--- config.mk ---
export PLATFORM = sky130hd
export DESIGN_NAME = fpw_flash_page
export DESIGN_NICKNAME = d
export VERILOG_FILES = /design/src/rtl/fpw_pkg.sv /design/src/rtl/fpw_flash_page.sv
export SDC_FILE = /design/constraint.sdc
export NUM_CORES = 1
export LEC_CHECK = 0
export ABC_AREA = 1
export BUFFER_PORTS_ARGS = -buffer_cell sky130_fd_sc_hd__buf_2
export CAP_MARGIN = 0
export CORE_ASPECT_RATIO = 0.9
export CORE_UTILIZATION = 55
export DETAILED_ROUTE_END_ITERATION = 12
export GPL_TIMING_DRIVEN = 0
export MAX_ROUTING_LAYER = met4
export PLACE_DENSITY = 0.83
export RECOVER_POWER = 50
export SLEW_MARGIN = 20
export SYNTH_ARGS = -nofsm -noshare
export SYNTH_HDL_FRONTEND = slang
export SYNTH_SLANG_ARGS = --single-unit
--- constraint.sdc ---
create_clock -name clk -period 3.3 [get_ports clk]
set_input_delay 0.33 -clock clk [delete_from_list [all_inputs] [get_ports clk]]
set_output_delay 0.33 -clock clk [all_outputs]
set_load 0.01 [all_outputs]
--- src/rtl/fpw_pkg.sv ---
package fpw_pkg;

    // Register addresses on the 14-bit CPU address space
    localparam logic [13:0] FLASH_OPTION_WORKING_ADDR = 14'h0210;
    localparam logic [13:0] FLASH_OPTION_NONVOLATILE_ADDR = 14'h3ffc;
    localparam logic [13:0] FLASH_CONTROL_ADDR = 14'h0211;
    localparam logic [13:0] PAGE_SELECT_ADDR = 14'h001f;
    localparam logic [13:0] INDEXED_DATA_ADDR = 14'h000e;
    localparam logic [13:0] INDEX_REG_ADDR = 14'h000f;
    localparam logic [13:0] WINDOW_BASE = 14'h00c0;
    localparam logic [13:0] WINDOW_LAST = 14'h00ff;

    // Field positions
    localparam int SEC_BIT = 0;
    localparam int PGM_BIT = 0;
    localparam int MASS_BIT = 2;
    localparam int HV_BIT = 3;
    localparam int WIN_OFS_W = 6;

    // Reset values and control write mask
    localparam logic [7:0] FLASH_CONTROL_RST = 8'h00;
    localparam logic [7:0] PAGE_SELECT_RST = 8'h00;
    localparam logic [7:0] INDEX_RST = 8'h00;
    localparam logic [7:0] FLASH_CONTROL_MASK = 8'h0d;

    // Cycles of option fetch after reset release
    localparam int LOAD_CYCLES = 1;

    typedef enum {FPW_LOAD, FPW_RUN} fpw_state_t;

    typedef struct packed {
        logic rd;
        logic wr;
        logic [13:0] addr;
        logic [7:0] wdata;
    } fpw_req_t;

    typedef struct packed {
        logic rd;
        logic wr;
        logic [13:0] addr;
        logic [7:0] wdata;
    } fpw_mem_t;

endpackage

--- src/rtl/fpw_flash_page.sv ---
`timescale 1ns/1ps
// How it works
// - Normal-mode boot with code zero secures flash, clears debug pin enable, blocks debug.
// - Each reset copies bit 0 of the nonvolatile option byte into the working option register.
// - Working option bits 7..1 read zero; bit 0 is the security code.
// - Working option register always readable; writes to it change nothing.
// - Code 0 means secured; secured flash reads zero to debug requesters only, CPU reads see the array.
// - High-voltage enable bit 3 settable only with program or erase select set.
// - Bulk erase select bit 2 selects a whole-array erase.
// - Program select bit 0 selects a program operation.
// - Program and erase selects never both one, nor set together by one write.
// - While secured, writes to program select are ignored.
// - Window 0x00c0..0x00ff reaches the 64-byte block chosen by page select.
// - Page bits form address 13..6; window offset gives bits 5..0.
// - Page 0x08 reaches the high-page registers 0x0200..0x023f.
// - Indexed data decodes only at 0x000e; reaches RAM 0x000e via index 0x0e, or 0xce with page zero.
// - With page zero, offsets c0..ce reach RAM 0..e; offset cf reaches index register.
module fpw_flash_page
    import fpw_pkg::*;
#(
    parameter int ADDR_W = 14
) (
    input wire logic clk, // 10 MHz system clock
    input wire logic rst_n, // Asynchronous reset, active low
    input wire logic modeSelectPin, // High at reset release: normal mode
    input wire logic debugRequester, // Current access comes from debug
    input wire fpw_req_t cpuReq, // CPU or debug byte access
    output fpw_mem_t memReq, // Translated access to memory
    input wire logic [7:0] memRdata, // Memory read data, same cycle
    output logic [7:0] cpuRdata, // Registered read data
    output logic securityEngaged, // Flash security active
    output logic debugBlocked, // Debug communication blocked
    output logic debugPinEnable, // Debug pin enable
    output logic programSelect, // Program operation selected
    output logic bulkEraseSelect, // Whole-array erase selected
    output logic highVoltageEnable, // Array high voltage on
    output logic [7:0] pageSelect, // Page select register
    output logic loading // Option fetch in progress
);

    fpw_state_t state, next_state;
    logic securityCode, next_securityCode;
    logic normalMode, next_normalMode;
    logic [7:0] flashControl, next_flashControl;
    logic [7:0] next_pageSelect;
    logic [7:0] indexReg, next_indexReg;
    logic [7:0] next_cpuRdata;
    logic debugPinEnableSet, next_debugPinEnableSet;
    logic [ADDR_W-1:0] target;
    logic inWindow, isFlash, hitCtl, hitPage, hitIdx, hitIdxData, hitOpt;
    logic [ADDR_W-1:0] effAddr;

    assign loading = (state == FPW_LOAD);
    assign securityEngaged = ~securityCode;
    assign debugBlocked = normalMode & ~securityCode;
    assign debugPinEnable = debugPinEnableSet & ~debugBlocked;
    assign programSelect = flashControl[PGM_BIT];
    assign bulkEraseSelect = flashControl[MASS_BIT];
    assign highVoltageEnable = flashControl[HV_BIT];

    // Window and indexed-data address translation
    always_comb begin
        target = {pageSelect, cpuReq.addr[WIN_OFS_W-1:0]};
        inWindow = (cpuReq.addr >= WINDOW_BASE) && (cpuReq.addr <= WINDOW_LAST);
        hitIdxData = (cpuReq.addr == INDEXED_DATA_ADDR);
        effAddr = cpuReq.addr;
        if (inWindow) begin
            effAddr = target;
        end else if (hitIdxData) begin
            effAddr = {6'h00, indexReg};
        end
        // Indexed target in the window is itself translated
        if (hitIdxData && (indexReg >= WINDOW_BASE[7:0])) begin
            effAddr = {pageSelect, indexReg[WIN_OFS_W-1:0]};
        end
        // Index 0x0e through indexed data returns the RAM byte, not itself
        if (hitIdxData && (indexReg == INDEXED_DATA_ADDR[7:0])) begin
            effAddr = INDEXED_DATA_ADDR;
        end
        hitIdx = (effAddr == INDEX_REG_ADDR) && !(hitIdxData && indexReg == INDEXED_DATA_ADDR[7:0]);
        hitOpt = (effAddr == FLASH_OPTION_WORKING_ADDR);
        hitCtl = (effAddr == FLASH_CONTROL_ADDR);
        hitPage = (effAddr == PAGE_SELECT_ADDR);
        isFlash = (effAddr >= 14'h3800);
        memReq.addr = effAddr;
        memReq.wdata = cpuReq.wdata;
        memReq.rd = (loading ? 1'b1 : cpuReq.rd) & ~hitIdx & ~hitOpt & ~hitCtl & ~hitPage;
        memReq.wr = ~loading & cpuReq.wr & ~hitIdx & ~hitOpt & ~hitCtl & ~hitPage;
        if (loading) begin
            memReq.addr = FLASH_OPTION_NONVOLATILE_ADDR;
            memReq.rd = 1'b1;
            memReq.wr = 1'b0;
        end
    end

    // Register next values
    always_comb begin
        logic [7:0] w;
        w = cpuReq.wdata & FLASH_CONTROL_MASK;
        next_state = state;
        next_securityCode = securityCode;
        next_normalMode = normalMode;
        next_flashControl = flashControl;
        next_pageSelect = pageSelect;
        next_indexReg = indexReg;
        next_debugPinEnableSet = debugPinEnableSet;
        next_cpuRdata = cpuRdata;
        case (state)
            FPW_LOAD: begin
                next_securityCode = memRdata[SEC_BIT];
                next_normalMode = modeSelectPin;
                next_debugPinEnableSet = ~modeSelectPin;
                next_state = FPW_RUN;
            end
            FPW_RUN: begin
                if (cpuReq.wr) begin
                    if (hitCtl) begin
                        if (securityEngaged) begin
                            w[PGM_BIT] = flashControl[PGM_BIT];
                        end
                        if (w[PGM_BIT] && w[MASS_BIT]) begin
                            w[PGM_BIT] = flashControl[PGM_BIT];
                            w[MASS_BIT] = flashControl[MASS_BIT];
                        end
                        if (w[PGM_BIT] && flashControl[MASS_BIT] && w[MASS_BIT]) begin
                            w[PGM_BIT] = 1'b0;
                        end
                        if (w[MASS_BIT] && flashControl[PGM_BIT] && w[PGM_BIT]) begin
                            w[MASS_BIT] = 1'b0;
                        end
                        if (w[HV_BIT] && !flashControl[HV_BIT] && !(w[PGM_BIT] || w[MASS_BIT])) begin
                            w[HV_BIT] = 1'b0;
                        end
                        next_flashControl = w;
                    end
                    if (hitPage) begin
                        next_pageSelect = cpuReq.wdata;
                    end
                    if (hitIdx) begin
                        next_indexReg = cpuReq.wdata;
                    end
                    // Writes to the working option fall through untouched
                end
                if (cpuReq.rd) begin
                    if (hitOpt) begin
                        next_cpuRdata = {7'h00, securityCode};
                    end else if (hitCtl) begin
                        next_cpuRdata = flashControl & FLASH_CONTROL_MASK;
                    end else if (hitPage) begin
                        next_cpuRdata = pageSelect;
                    end else if (hitIdx) begin
                        next_cpuRdata = indexReg;
                    end else if (isFlash && securityEngaged && debugRequester) begin
                        next_cpuRdata = 8'h00;
                    end else begin
                        next_cpuRdata = memRdata;
                    end
                end
            end
            default: next_state = FPW_LOAD;
        endcase
    end

    always_ff @(posedge clk or negedge rst_n) begin
        if (!rst_n) begin
            state <= FPW_LOAD;
            securityCode <= 1'b0; // Secure until the option byte is seen
            normalMode <= 1'b1;
            flashControl <= FLASH_CONTROL_RST;
            pageSelect <= PAGE_SELECT_RST;
            indexReg <= INDEX_RST;
            debugPinEnableSet <= 1'b0;
            cpuRdata <= 8'h00;
        end else begin
            state <= next_state;
            securityCode <= next_securityCode;
            normalMode <= next_normalMode;
            flashControl <= next_flashControl;
            pageSelect <= next_pageSelect;
            indexReg <= next_indexReg;
            debugPinEnableSet <= next_debugPinEnableSet;
            cpuRdata <= next_cpuRdata;
        end
    end
endmodule

# [Word-level counts from Yosys, hierarchy flattened]
# Index checks and enable logic that the tools add are counted.
[word_totals] register_bits=62 output_inout_bits=47 elab_cells=94 inputBits=36
[classes] n_lt_le_gt_ge=4 n_reduce_logical=23 n_mux=33 n_eq_ne=7 bitwise_logic=19
[op_table] operator="32-bit logical NOT" count=2
[op_table] operator="32-bit case mux with 2 select lines" count=1
[op_table] operator="14-bit two-way mux" count=4
[op_table] operator="8-bit two-way mux" count=5
[op_table] operator="32-bit by 1-bit == test with 1-bit output (second input constant)" count=1
[op_table] operator="14-bit by 10-bit == test with 1-bit output (second input constant)" count=2
[op_table] operator="14-bit by 4-bit == test with 1-bit output (second input constant)" count=2
[op_table] operator="1-bit two-way mux" count=22
[op_table] operator="16-bit two-way mux" count=1
[op_table] operator="14-bit by 5-bit == test with 1-bit output (second input constant)" count=1
[op_table] operator="14-bit greater-or-equal comparator (second input constant)" count=1
[op_table] operator="14-bit by 8-bit greater-or-equal comparator with 1-bit output (second input constant)" count=1
[op_table] operator="14-bit by 8-bit less-or-equal comparator with 1-bit output (second input constant)" count=1
[op_table] operator="1-bit logical AND" count=13
[op_table] operator="1-bit AND" count=11
[op_table] operator="3-bit AND reduction" count=3
[op_table] operator="8-bit by 4-bit == test with 1-bit output (second input constant)" count=1
[op_table] operator="8-bit greater-or-equal comparator (second input constant)" count=1
[op_table] operator="1-bit inverter" count=8
[op_table] operator="1-bit logical NOT" count=3
[op_table] operator="2-bit AND reduction" count=1
[op_table] operator="1-bit logical OR" count=1

# [Logic depth before layout (Yosys ltp)]
# Gate-level depths: netlist (run 1).
[depth] word_depth=29 depth_mapped=18 ltp_nobuf=18

# [Worst setup path before layout (run 1)]
# No wires, ideal clock.
[synth_timing] path_kind="input-to-output" startpoint="input port cpuReq[18] (netlist name)" endpoint="output port memReq[22] (netlist name)" stages=11 arrival_ns=1.873 setup_slack_ns=1.097 t_required_ns=2.970 cell_sequence="nor2_1 -> nand2_2 -> nor2_4 -> nand2_2 -> o21ai_1 -> inv_1 -> nand2_1 -> nor3_1 -> nand3_1 -> inv_1 -> nor4_1"
[synth_lines] item="start, declared" line="fpw_flash_page.sv:27" text="input wire fpw_req_t cpuReq,"
[synth_lines] item="end, declared" line="fpw_flash_page.sv:28" text="output fpw_mem_t memReq,"

==> impl_metrics.json, run 1 <==
{
  "status": "finished with violations",
  "violations": "max-capacitance violations, max-slew violations",
  "path_cells": "buf_2 -> nor2_1 -> nand2_2 -> nor2_1 -> nand2_1 -> nand2_1 -> nand2_1 -> nand2_1 -> nand3_1 -> nor2_1 -> nand3_2 -> nand2_2 -> nor2_1 -> nand3_1 -> nand2_1 -> buf_2",
  "ant_nets": 0,
  "die_area_sq_um": 4610,
  "drv_slew": 32,
  "power_density_nw_per_um2": 327,
  "insertion_delay_ns": 0.29,
  "hold_depth": 3,
  "dp_hpwl_microns": 4970,
  "finalCritPeriodShare_pct": 80.6,
  "rows": 22,
  "critPathRequiredTime_ns": 2.97,
  "cts-root-buf": "clkbuf_8",
  "fin_util_pct": 71.2,
  "r2r-end": "cpuRdata[7]",
  "worstMarginPinSlew_ns": 1.57,
  "clock.fmax_mhz": 376,
  "critPathLaunchType": "primary input",
  "antenna_cells": 0,
  "firstDrtPassIters": 5,
  "wl_microns": 6280,
  "rsz0062_at_grt": "no",
  "grt_max_degree": 32,
  "period_minus_slack_ns": 2.66,
  "io_pins": 83,
  "globalplace.congestion": 0.938,
  "ys_ff_latch": 31,
  "grt_pass1_vias": 2313,
  "syn_to_final_growth_pct": 23.3,
  "grt_pass1_wl_microns": 10400,
  "cts.path.max_buffers": 2,
  "fin_setup_tns_ns": 0,
  "dp.cells": 481,
  "regToRegSetupSlack_ns": 1.16,
  "antenna_found_initial": 0,
  "worstPathArrival_ns": 2.33,
  "grtUsageTotal_pct": 30.5,
  "avgSynthCellArea_sq_um": 6.80,
  "routed_via_density": 5.33,
  "drt_first_iter_violations": 184,
  "vdd_drop_max_mv": 0.245,
  "core_sq_um": 4130,
  "wl_per_cell_microns": 12.8,
  "die_h_microns": 64.5,
  "cpMaxStageDelayCell": "nor2_1",
  "post_cts_resized": 0,
  "setup_viol": 0,
  "cts_buffers": 5,
  "crit_fanout": 9,
  "crit_top_cell": "nand2_1",
  "ys_warn_count": 0,
  "tritoncts": "yes",
  "path_clk_slew_ns": 0.06,
  "layout-drive-gt1-share_pct": 27.0,
  "htree_levels": 2,
  "cts_setup_buffers": 0,
  "criticalPathCategory": "primary input to primary output",
  "place.port_buffers": 82,
  "multi_input_area_sq_um": 1290,
  "slew_headroom_pct": -4.36,
  "skew_ns": 0.00757,
  "die_x_microns": 71.4,
  "final_net_count": 476,
  "min_to": "normalMode",
  "syn-num-nets": 387,
  "yosysUniqueCellTypes": 34,
  "hold_path.class": "primary input to flop",
  "reg2reg_from": "indexReg[6]",
  "netlist_area_sq_um": 2390,
  "async_reset_ff_share_pct": 100,
  "drc_errors": 0,
  "maxCapViolCount": 1,
  "numClockSinks": 31,
  "finalHoldViolCount": 0,
  "ys_seq_area_share_pct": 32.6,
  "reg2reg_depth": 14,
  "vias": 2607,
  "ys_dominant_reg_cell": "dfrtp_1",
  "grt_overflow_total": 0,
  "synthCells": 351,
  "final_cells": 489,
  "initial_core_util_pct": 57.8,
  "end_kind": "primary output",
  "cts_hold_buf": 0,
  "max_stage_delay_ns": 0.31,
  "synth_edf_count": 0,
  "power.leakage_nw": 1.60,
  "holdCritStartpoint": "modeSelectPin",
  "fillCellCount": 380,
  "regArea_sq_um": 777
}
-- flip-flops by register name (all words and copies together), names as in the netlist --
name	count
pageSelect	8
securityCode	1
debugPinEnableSet	1
flashControl	3
normalMode	1
indexReg	8
state	1
cpuRdata	8
-- Yosys cell counts (2+ instances only) --
master	instances	area, sq um
clkinv_2	2	10.0
inv_1	50	188
nor4_1	3	18.8
o21ai_2	9	78.8
clkbuf_1	2	7.51
nor2_2	2	12.5
nor2_1	38	143
nand2_2	10	62.6
o21bai_1	3	22.5
nor2_4	6	67.6
buf_6	4	45.0
nand3b_1	2	15.0
dfrtp_1	30	751
nand3_4	2	35.0
a21oi_1	10	50.1
nand2_4	2	22.5
nor3_2	2	20.0
nand3_1	22	110
o21ai_1	10	50.1
nor3_1	4	20.0
buf_4	8	60.1
nand4_1	8	50.1
nand2_1	104	390
o211ai_1	3	22.5
o21ai_0	6	30.0
-- cell families after synthesis --
group                  synth area share [%]
buffers and inverters                  13.2
other                                 0.157
flip-flops                             32.6
AND/OR/NAND/NOR                        42.8
AO/OA/AOI/OAI                          11.3
-- power breakdown --
| group | internal, W | leakage (nW) | switching, W | total [W] |
|---|---|---|---|---|
| clock | 0.000224 | 0.0581 | 0.000145 | 0.000369 |
| sequential | 0.000397 | 0.401 | 0.0000102 | 0.000408 |
| combinational | 0.0000703 | 1.14 | 0.000114 | 0.000184 |
| total | 0.000692 | 1.60 | 0.000269 | 0.000961 |
-- worst max-delay path: cells and delay by family --
kind                   cells  cell delay (ns)
AND/OR/NAND/NOR           14             1.74
buffers and inverters      2             0.26
-- cells in the final DEF, fill, tap and decap left out, types with 3 or more instances in the layout --
cell type,synthesis,layout
nand2_1,104,104
buf_2,0,60
inv_1,50,50
nor2_1,38,38
dfrtp_1,30,30
clkbuf_1,2,24
nand3_1,22,22
nand2_2,10,10
o21ai_1,10,10
a21oi_1,10,10
o21ai_2,9,9
nand4_1,8,8
buf_4,8,8
nor2_4,6,6
o21ai_0,6,6
clkbuf_8,0,5
buf_6,4,4
nor3_1,4,4
o21bai_1,3,3
clkinv_2,2,3
nor4_1,3,3
o211ai_1,3,3
-- stage by stage --
| step | total power [W] | instance area, sq um | setup slack [ns] | hold WS (ns) |
|---|---|---|---|---|
| global route | 0.00102 | 2940 | 0.419 | 0.323 |
| global placement | 0.000598 | 2860 | 0.785 | 0.392 |
| CTS | 0.000974 | 2970 | 0.690 | 0.0781 |
| detailed placement | 0.000602 | 2860 | 0.699 | 0.389 |
| floorplan | 0.000523 | 2390 | 1.10 | 0.0344 |
| finish | 0.000961 | 2940 | 0.639 | 0.307 |
-- worst max-delay path by stage --
stage | slack, ns | endpoint | cells after the start | startpoint
global placement | 0.78 | memReq[23] | 14 | cpuReq[12]
floorplan | 1.10 | memReq[22] | 11 | cpuReq[18]
detailed placement | 0.70 | memReq[23] | 16 | cpuReq[18]
global route | 0.42 | memReq[23] | 13 | indexReg[6]
CTS | 0.69 | memReq[23] | 16 | cpuReq[18]
finish | 0.64 | memReq[23] | 16 | cpuReq[18]
-- area by class of cell --
class,count,area share [%]
clock buffers,5,2.34
well taps,48,2.04
repair buffers,82,13.0
multi-input cells,253,44.0
clock inverters,3,1.49
inverters,53,6.85
flip-flops and latches,31,26.4
plain buffers,14,3.83
-- routing by layer --
layer	wire (microns)	global-route usage, %	vias to the layer above	share of wire (%)
li1	-	-	1283	-
met1	2860	40.5	1190	46
met2	2830	46.3	119	45
met3	451	4.67	15	7.2
met4	138	14.0	0	2.2
met5	0	-	-	0
No activity file was read; power rests on OpenSTA's default activity.
==> inputs of run 2 (changes only) <==
--- a/config.mk
+++ b/config.mk
@@ -5,15 +5,15 @@
 export SDC_FILE = /design/constraint.sdc
 export NUM_CORES = 1
 export LEC_CHECK = 0
-export ABC_AREA = 1
+export ABC_AREA = 0
 export BUFFER_PORTS_ARGS = -buffer_cell sky130_fd_sc_hd__buf_2
 export CAP_MARGIN = 0
 export CORE_ASPECT_RATIO = 0.9
-export CORE_UTILIZATION = 55
+export CORE_UTILIZATION = 49
 export DETAILED_ROUTE_END_ITERATION = 12
 export GPL_TIMING_DRIVEN = 0
 export MAX_ROUTING_LAYER = met4
-export PLACE_DENSITY = 0.83
+export PLACE_DENSITY = 0.76
 export RECOVER_POWER = 50
 export SLEW_MARGIN = 20
 export SYNTH_ARGS = -nofsm -noshare
==> constraint.sdc (replaced) <==
create_clock -name clk -period 2.5 [get_ports clk]
set_input_delay 0.25 -clock clk [delete_from_list [all_inputs] [get_ports clk]]
set_output_delay 0.25 -clock clk [all_outputs]
set_load 0.01 [all_outputs]
==> run 2 against run 1 <==
  * The run ends with max-capacitance violations, max-slew violations, negative setup slack left
  * Critical path depth is 7 lower
  * Register-to-register slack got worse by 1.4 ns
  * Global-route usage up 3.7 points
  * Synthesized area shrank 8.3%
  * Sequential power up 32%
  * Combinational power rose by 48%
  * Die area grew 2.9%
  * Clock skew grew 0.0022 ns
  * Setup slack got worse by 1.0 ns
  * Critical endpoint unchanged
  * Largest cell class unchanged
==> impl_metrics.json, run 2 <==
{
  "status": "finished with violations",
  "violations": "max-capacitance violations, max-slew violations, negative setup slack",
  "dp_hpwl_microns": 5150,
  "antenna_cells": 0,
  "period_minus_slack_ns": 2.87,
  "async_reset_ff_share_pct": 100,
  "power.leakage_nw": 1.58,
  "hold_path.class": "primary input to flop",
  "grt_pass1_vias": 2274,
  "setup_viol": 29,
  "rows": 22,
  "synth_most_common_cell": "dfrtp_1",
  "ys_seq_area_share_pct": 35.5,
  "cts_hold_buf": 0,
  "finalPower_w": 0.00120,
  "finalCritPeriodShare_pct": 115,
  "antenna_found_initial": 0,
  "rsz0062_at_grt": "yes",
  "worstPathArrival_ns": 2.62,
  "place.port_buffers": 82,
  "final_cell_mix": "buf_2 (70), buf_4 (31), dfrtp_1 (26)",
  "core_sq_um": 4180,
  "place_area_sq_um": 2700,
  "crit_top_cell": "or3_4",
  "cts_buffers": 5,
  "synth_top_area_share_pct": 34.3,
  "insertion_delay_ns": 0.28,
  "htree_levels": 2,
  "drc_errors": 0,
  "finalHoldViolCount": 0,
  "worstMarginPinSlew_ns": 1.65,
  "critPathLaunchType": "primary input",
  "grt_max_degree": 32,
  "reg2reg_depth": 11,
  "path_cells": "buf_2 -> or3_4 -> nor2_1 -> a31oi_2 -> or3_4 -> or3_4 -> nand3_2 -> o21ai_2 -> buf_2",
  "die_area_sq_um": 4740,
  "grtUsageTotal_pct": 34.2,
  "routed_via_density": 6.07,
  "final_net_count": 386,
  "synth.top_cells.by_area": "dfrtp_1 (34%), mux2_4 (5.5%), mux2_2 (5.1%), mux2i_1 (4.6%), nand2_1 (4.3%)",
  "slew_headroom_pct": -10.3,
  "wl_microns": 7830,
  "die_h_microns": 65.4,
  "final_common_cell": "buf_2",
  "layout-drive-gt1-share_pct": 51.9,
  "cts.path.max_buffers": 2,
  "wl_per_cell_microns": 19.0,
  "fillCellCount": 297,
  "power_density_nw_per_um2": 365,
  "syn-num-nets": 270,
  "netlist_area_sq_um": 2190,
  "ys_ff_latch": 31,
  "drv_slew": 32,
  "io_pins": 83,
  "setup_slack_ns": -0.367,
  "path_clk_slew_ns": 0.07,
  "maxCapViolCount": 1,
  "critPathRequiredTime_ns": 2.25,
  "final_area_sq_um": 3280,
  "clock.fmax_mhz": 349,
  "cpMaxStageDelayCell": "or3_4",
  "yosys.area.top_type": "dfrtp_1",
  "synth_common_cells": "dfrtp_1 (30), nand2_1 (25), nor2_1 (16)",
  "numClockSinks": 31,
  "synth_edf_count": 0,
  "avgSynthCellArea_sq_um": 9.35,
  "initial_core_util_pct": 52.3,
  "vias": 2495,
  "ant_nets": 0,
  "tritoncts": "yes",
  "vdd_drop_max_mv": 0.424,
  "yosysUniqueCellTypes": 53,
  "max_stage_delay_ns": 0.46,
  "cts-root-buf": "clkbuf_8",
  "die_x_microns": 72.4,
  "grt_overflow_total": 0,
  "largestRegisters": "cpuRdata: 8 flops, indexReg: 8 flops, pageSelect: 8 flops",
  "grt_pass1_wl_microns": 11800,
  "ys_warn_count": 0,
  "globalplace.congestion": 0.961,
  "end_kind": "primary output",
  "drt_first_iter_violations": 215,
  "ys_dominant_reg_cell": "dfrtp_1",
  "skew_ns": 0.00979,
  "hold_depth": 2,
  "regToRegSetupSlack_ns": -0.21,
  "criticalPathCategory": "primary input to primary output",
  "synthCells": 234,
  "crit_fanout": 6,
  "syn_to_final_growth_pct": 50.0,
  "firstDrtPassIters": 5
}
## run 2: cell count changes after synthesis, sizes merged, moves of 10 or more
cell / delta
mux2: +18
nand2: -91
o21ai: -16
nor2b: +10
nand3: -16
nor2: -30
mux2i: +10
inv: -44
## run 2: stage by stage
stage	std cells	setup TNS [ns]	hold slack, ns	setup WS (ns)	util, %
after floorplan	234	-15.06	-0.0456	-0.645	-
after global placement	376	-31.07	0.322	-1.27	64.3
after detailed placement	376	-28.64	0.329	-1.23	64.4
after CTS	403	-2.23	0.0310	-0.274	75.3
after global routing	411	-7.24	0.155	-0.426	78.4
final	411	-6.14	0.161	-0.367	78.4
## run 2: per-layer routing
layer  wire length (microns)  vias up  track usage [%]  share of wire, %
met4                     340        0             10.5               4.3
met1                    3390     1154             46.0                43
met2                    3420      191             53.2                44
met3                     682       47             5.67               8.7
li1                        -     1103                -                 -
met5                       0        -                -                 0
## run 2: worst paths after layout
kind / from / end
setup reg to reg: indexReg[7] / cpuRdata[3]
max in group asynchronous: rst_n / indexReg[6]
hold reg to reg: cpuRdata[5] / cpuRdata[5]
setup / recovery: cpuReq[16] / memReq[23]
min in group asynchronous: rst_n / state[0]
hold / removal: modeSelectPin / debugPinEnableSet
## run 2: power by group
group / internal [W] / leakage, nW / switching [W]
Combinational: 0.000117 / 1.14 / 0.000155
Clock: 0.000194 / 0.0412 / 0.000194
Sequential: 0.000525 / 0.399 / 0.0000139
## run 2: cell families after synthesis
logic type	after synthesis	synth area share, %
AND/OR/NAND/NOR	96	24.6
flip-flops	31	35.5
multiplexers	28	15.2
other	1	0.171
AO/OA/AOI/OAI	55	18.4
buffers and inverters	23	6.12
## run 2: timing repair
| action | 4_1_cts | 5_1_grt |
|---|---|---|
| hold endpoints to repair | 0 | 0 |
| gates resized for setup | 55 | 20 |
| pin swaps | 19 | 9 |
| buffers inserted | 22 | 9 |
| setup endpoints to repair | 29 | 29 |
## run 2: critical path, delay by kind of cell
| family | cells | cell delay, ns |
|---|---|---|
| AND/OR/NAND/NOR | 5 | 1.79 |
| AO/OA/AOI/OAI | 2 | 0.29 |
| buffers and inverters | 2 | 0.28 |
## run 2: area by class of cell
| cell class | count | area [sq um] | share of cell area [%] |
|---|---|---|---|
| buffer | 13 | 103 | 3.13 |
| tap | 60 | 75.1 | 2.29 |
| clock inverter | 2 | 12.5 | 0.381 |
| multi-input combinational | 180 | 1530 | 46.7 |
| clock buffer | 6 | 72.6 | 2.21 |
| timing repair buffer | 112 | 677 | 20.6 |
| sequential | 31 | 782 | 23.8 |
| inverter | 7 | 26.3 | 0.801 |
==> inputs of run 3 (changes only) <==
--- a/config.mk
+++ b/config.mk
@@ -8,7 +8,7 @@
 export ABC_AREA = 0
 export BUFFER_PORTS_ARGS = -buffer_cell sky130_fd_sc_hd__buf_2
 export CAP_MARGIN = 0
-export CORE_ASPECT_RATIO = 0.9
+export CORE_MARGIN = 4
 export CORE_UTILIZATION = 49
 export DETAILED_ROUTE_END_ITERATION = 12
 export GPL_TIMING_DRIVEN = 0
==> run 3 against run 2 <==
  * The run still ends with max-capacitance violations, max-slew violations, negative setup slack left
  * Sequential power hardly changed
  * Clock skew is 0.0010 ns higher
  * Die area is 18% higher
  * Highest routed layer unchanged
  * Global-route usage is 5.3 points lower
  * Largest power group unchanged
  * Register-to-register slack worse by 0.12 ns
  * Setup slack worse by 0.11 ns
==> impl_metrics.json, run 3 (synthesis results as in run 2) <==
{
  "grt_max_degree": 32,
  "drt_first_iter_violations": 248,
  "pre_cts_ws_ns": -1.29,
  "setup_viol": 29,
  "firstDrtPassIters": 6,
  "grt_pass1_vias": 2350,
  "min_to": "debugPinEnableSet",
  "holdCritStartpoint": "modeSelectPin",
  "grtUsageTotal_pct": 29.0,
  "dp_hpwl_microns": 5070,
  "final_area_sq_um": 3430,
  "reg2reg_depth": 8,
  "die_x_microns": 74.8,
  "finalHoldViolCount": 0,
  "rsz0062_at_grt": "yes",
  "vdd_drop_max_mv": 0.401,
  "wl_microns": 8850,
  "fin_util_pct": 79.3,
  "whs_ns": 0.141,
  "hold_depth": 2,
  "crit_fanout": 4,
  "routed_via_density": 6.39,
  "r2r-end": "indexReg[3]",
  "setup_slack_ns": -0.479,
  "end_kind": "primary output",
  "cts-root-buf": "clkbuf_8",
  "skew_ns": 0.0108,
  "insertion_delay_ns": 0.30,
  "final_common_cell": "buf_2",
  "crit_top_cell": "or4_4",
  "regToRegSetupSlack_ns": -0.33,
  "place.port_buffers": 82,
  "path_buf_inv": 2,
  "cts_buffers": 5,
  "syn_to_final_growth_pct": 56.7,
  "critPathRequiredTime_ns": 2.25,
  "ant_nets": 0,
  "hold_path.class": "primary input to flop",
  "cpMaxStageDelayCell": "or4_4",
  "cts.path.max_buffers": 2,
  "maxCapViolCount": 1,
  "final_cell_mix": "buf_2 (71), buf_4 (33), dfrtp_1 (28)",
  "htree_levels": 2,
  "initial_core_util_pct": 50.6,
  "finalCritPeriodShare_pct": 119,
  "die_area_sq_um": 5600,
  "final_net_count": 392,
  "largestRegisters": "cpuRdata: 8 flops, indexReg: 8 flops, pageSelect: 8 flops",
  "critPathLaunchType": "primary input",
  "path_delay_family": "simple AND/OR/NAND/NOR gates",
  "worstMarginPinSlew_ns": 1.68,
  "globalplace.congestion": 0.864,
  "numClockSinks": 31,
  "clock.fmax_mhz": 336,
  "wl_per_cell_microns": 21.7,
  "drc_errors": 0,
  "rows": 24,
  "vias": 2608,
  "drv_slew": 32,
  "max_stage_delay_ns": 0.60,
  "path_clk_slew_ns": 0.06,
  "worstPathArrival_ns": 2.73,
  "place_area_sq_um": 2690,
  "grt_pass1_wl_microns": 11800,
  "tritoncts": "yes",
  "power_density_nw_per_um2": 387,
  "core_sq_um": 4320,
  "path_cells": "buf_12 -> or4_4 -> nor4_1 -> o2111a_1 -> nand2_1 -> or4_4 -> nand3_4 -> o21ai_2 -> buf_2",
  "antenna_found_initial": 0,
  "reg2reg_from": "indexReg[0]",
  "status": "finished with violations",
  "io_pins": 83,
  "layout-drive-gt1-share_pct": 52.5,
  "violations": "max-capacitance violations, max-slew violations, negative setup slack",
  "period_minus_slack_ns": 2.98,
  "criticalPathCategory": "primary input to primary output",
  "die_h_microns": 74.8,
  "antenna_cells": 0,
  "grt_overflow_total": 0,
  "slew_headroom_pct": -11.7,
  "power.leakage_nw": 1.65
}
==> run 3: cell count changes in the layout (fill, tap and decap cells not counted), moves of 2 or more <==
cell and change:
dfrtp_2 -2, o21ai_2 -2, buf_4 +2, nand3_4 +2, nand3_2 -2, dfrtp_1 +2, buf_6 +3
==> run 3: what timing repair did <==
action,in CTS,in global routing
endpoints found under the setup margin,29,29
hold buffers,0,0
setup buffers,23,17
gates resized for setup,50,36
pin swaps,19,29
cloned,0,0
==> run 3: cell type report <==
cell class              instances  area, sq um
multi-input cells             180         1620
plain buffers                  12         82.6
flip-flops and latches         31          779
well taps                      52         65.1
fillers                       286          896
clock buffers                   6         72.6
repair buffers                119          756
inverters                       7         26.3
clock inverters                 1         30.0
==> run 3: worst max path at each step <==
stage                     slack, ns         from  cells past startpoint       endpoint
after floorplan               -0.65   cpuReq[12]                     10    indexReg[0]
after global placement        -1.27   cpuReq[12]                     10  pageSelect[1]
after detailed placement      -1.29   cpuReq[12]                     10  pageSelect[1]
after CTS                     -0.42   cpuReq[13]                     11     memReq[23]
after global routing          -0.52  indexReg[0]                      9     memReq[23]
final                         -0.48   cpuReq[15]                      9     memReq[23]
==> run 3: per-layer routing <==
layer / global-route usage, % / share of wire [%] / vias up
li1: - / - / 1116
met1: 36.1 / 38 / 1268
met2: 45.9 / 50 / 179
met3: 5.21 / 8.3 / 45
met4: 12.6 / 4.0 / 0
met5: - / 0 / -
==> run 3: where the power goes <==
group          switching [W]  leakage (nW)  internal [W]  total (W)
clock               0.000198        0.0513      0.000292   0.000490
sequential         0.0000152         0.403      0.000525   0.000540
combinational       0.000168          1.19      0.000128   0.000296
==> run 3: worst reg2reg max path, cell delays in order, from the launching register on <==
cell and delay, ns:
dfrtp_1 0.54, nand4_1 0.15, nor4_1 0.36, o2111a_1 0.27, and4b_1 0.24, or3b_4 0.44
or2_1 0.24, buf_6 0.16, mux2_4 0.30
==> run 3: through the flow <==
stage,power [W],TNS (ns),instances
after CTS,0.00128,-7.22,397
final,0.00133,-7.96,408
after global placement,0.000783,-30.37,368
after detailed placement,0.000788,-28.44,369
after floorplan,0.000669,-15.06,234
after global routing,0.00137,-10.33,408
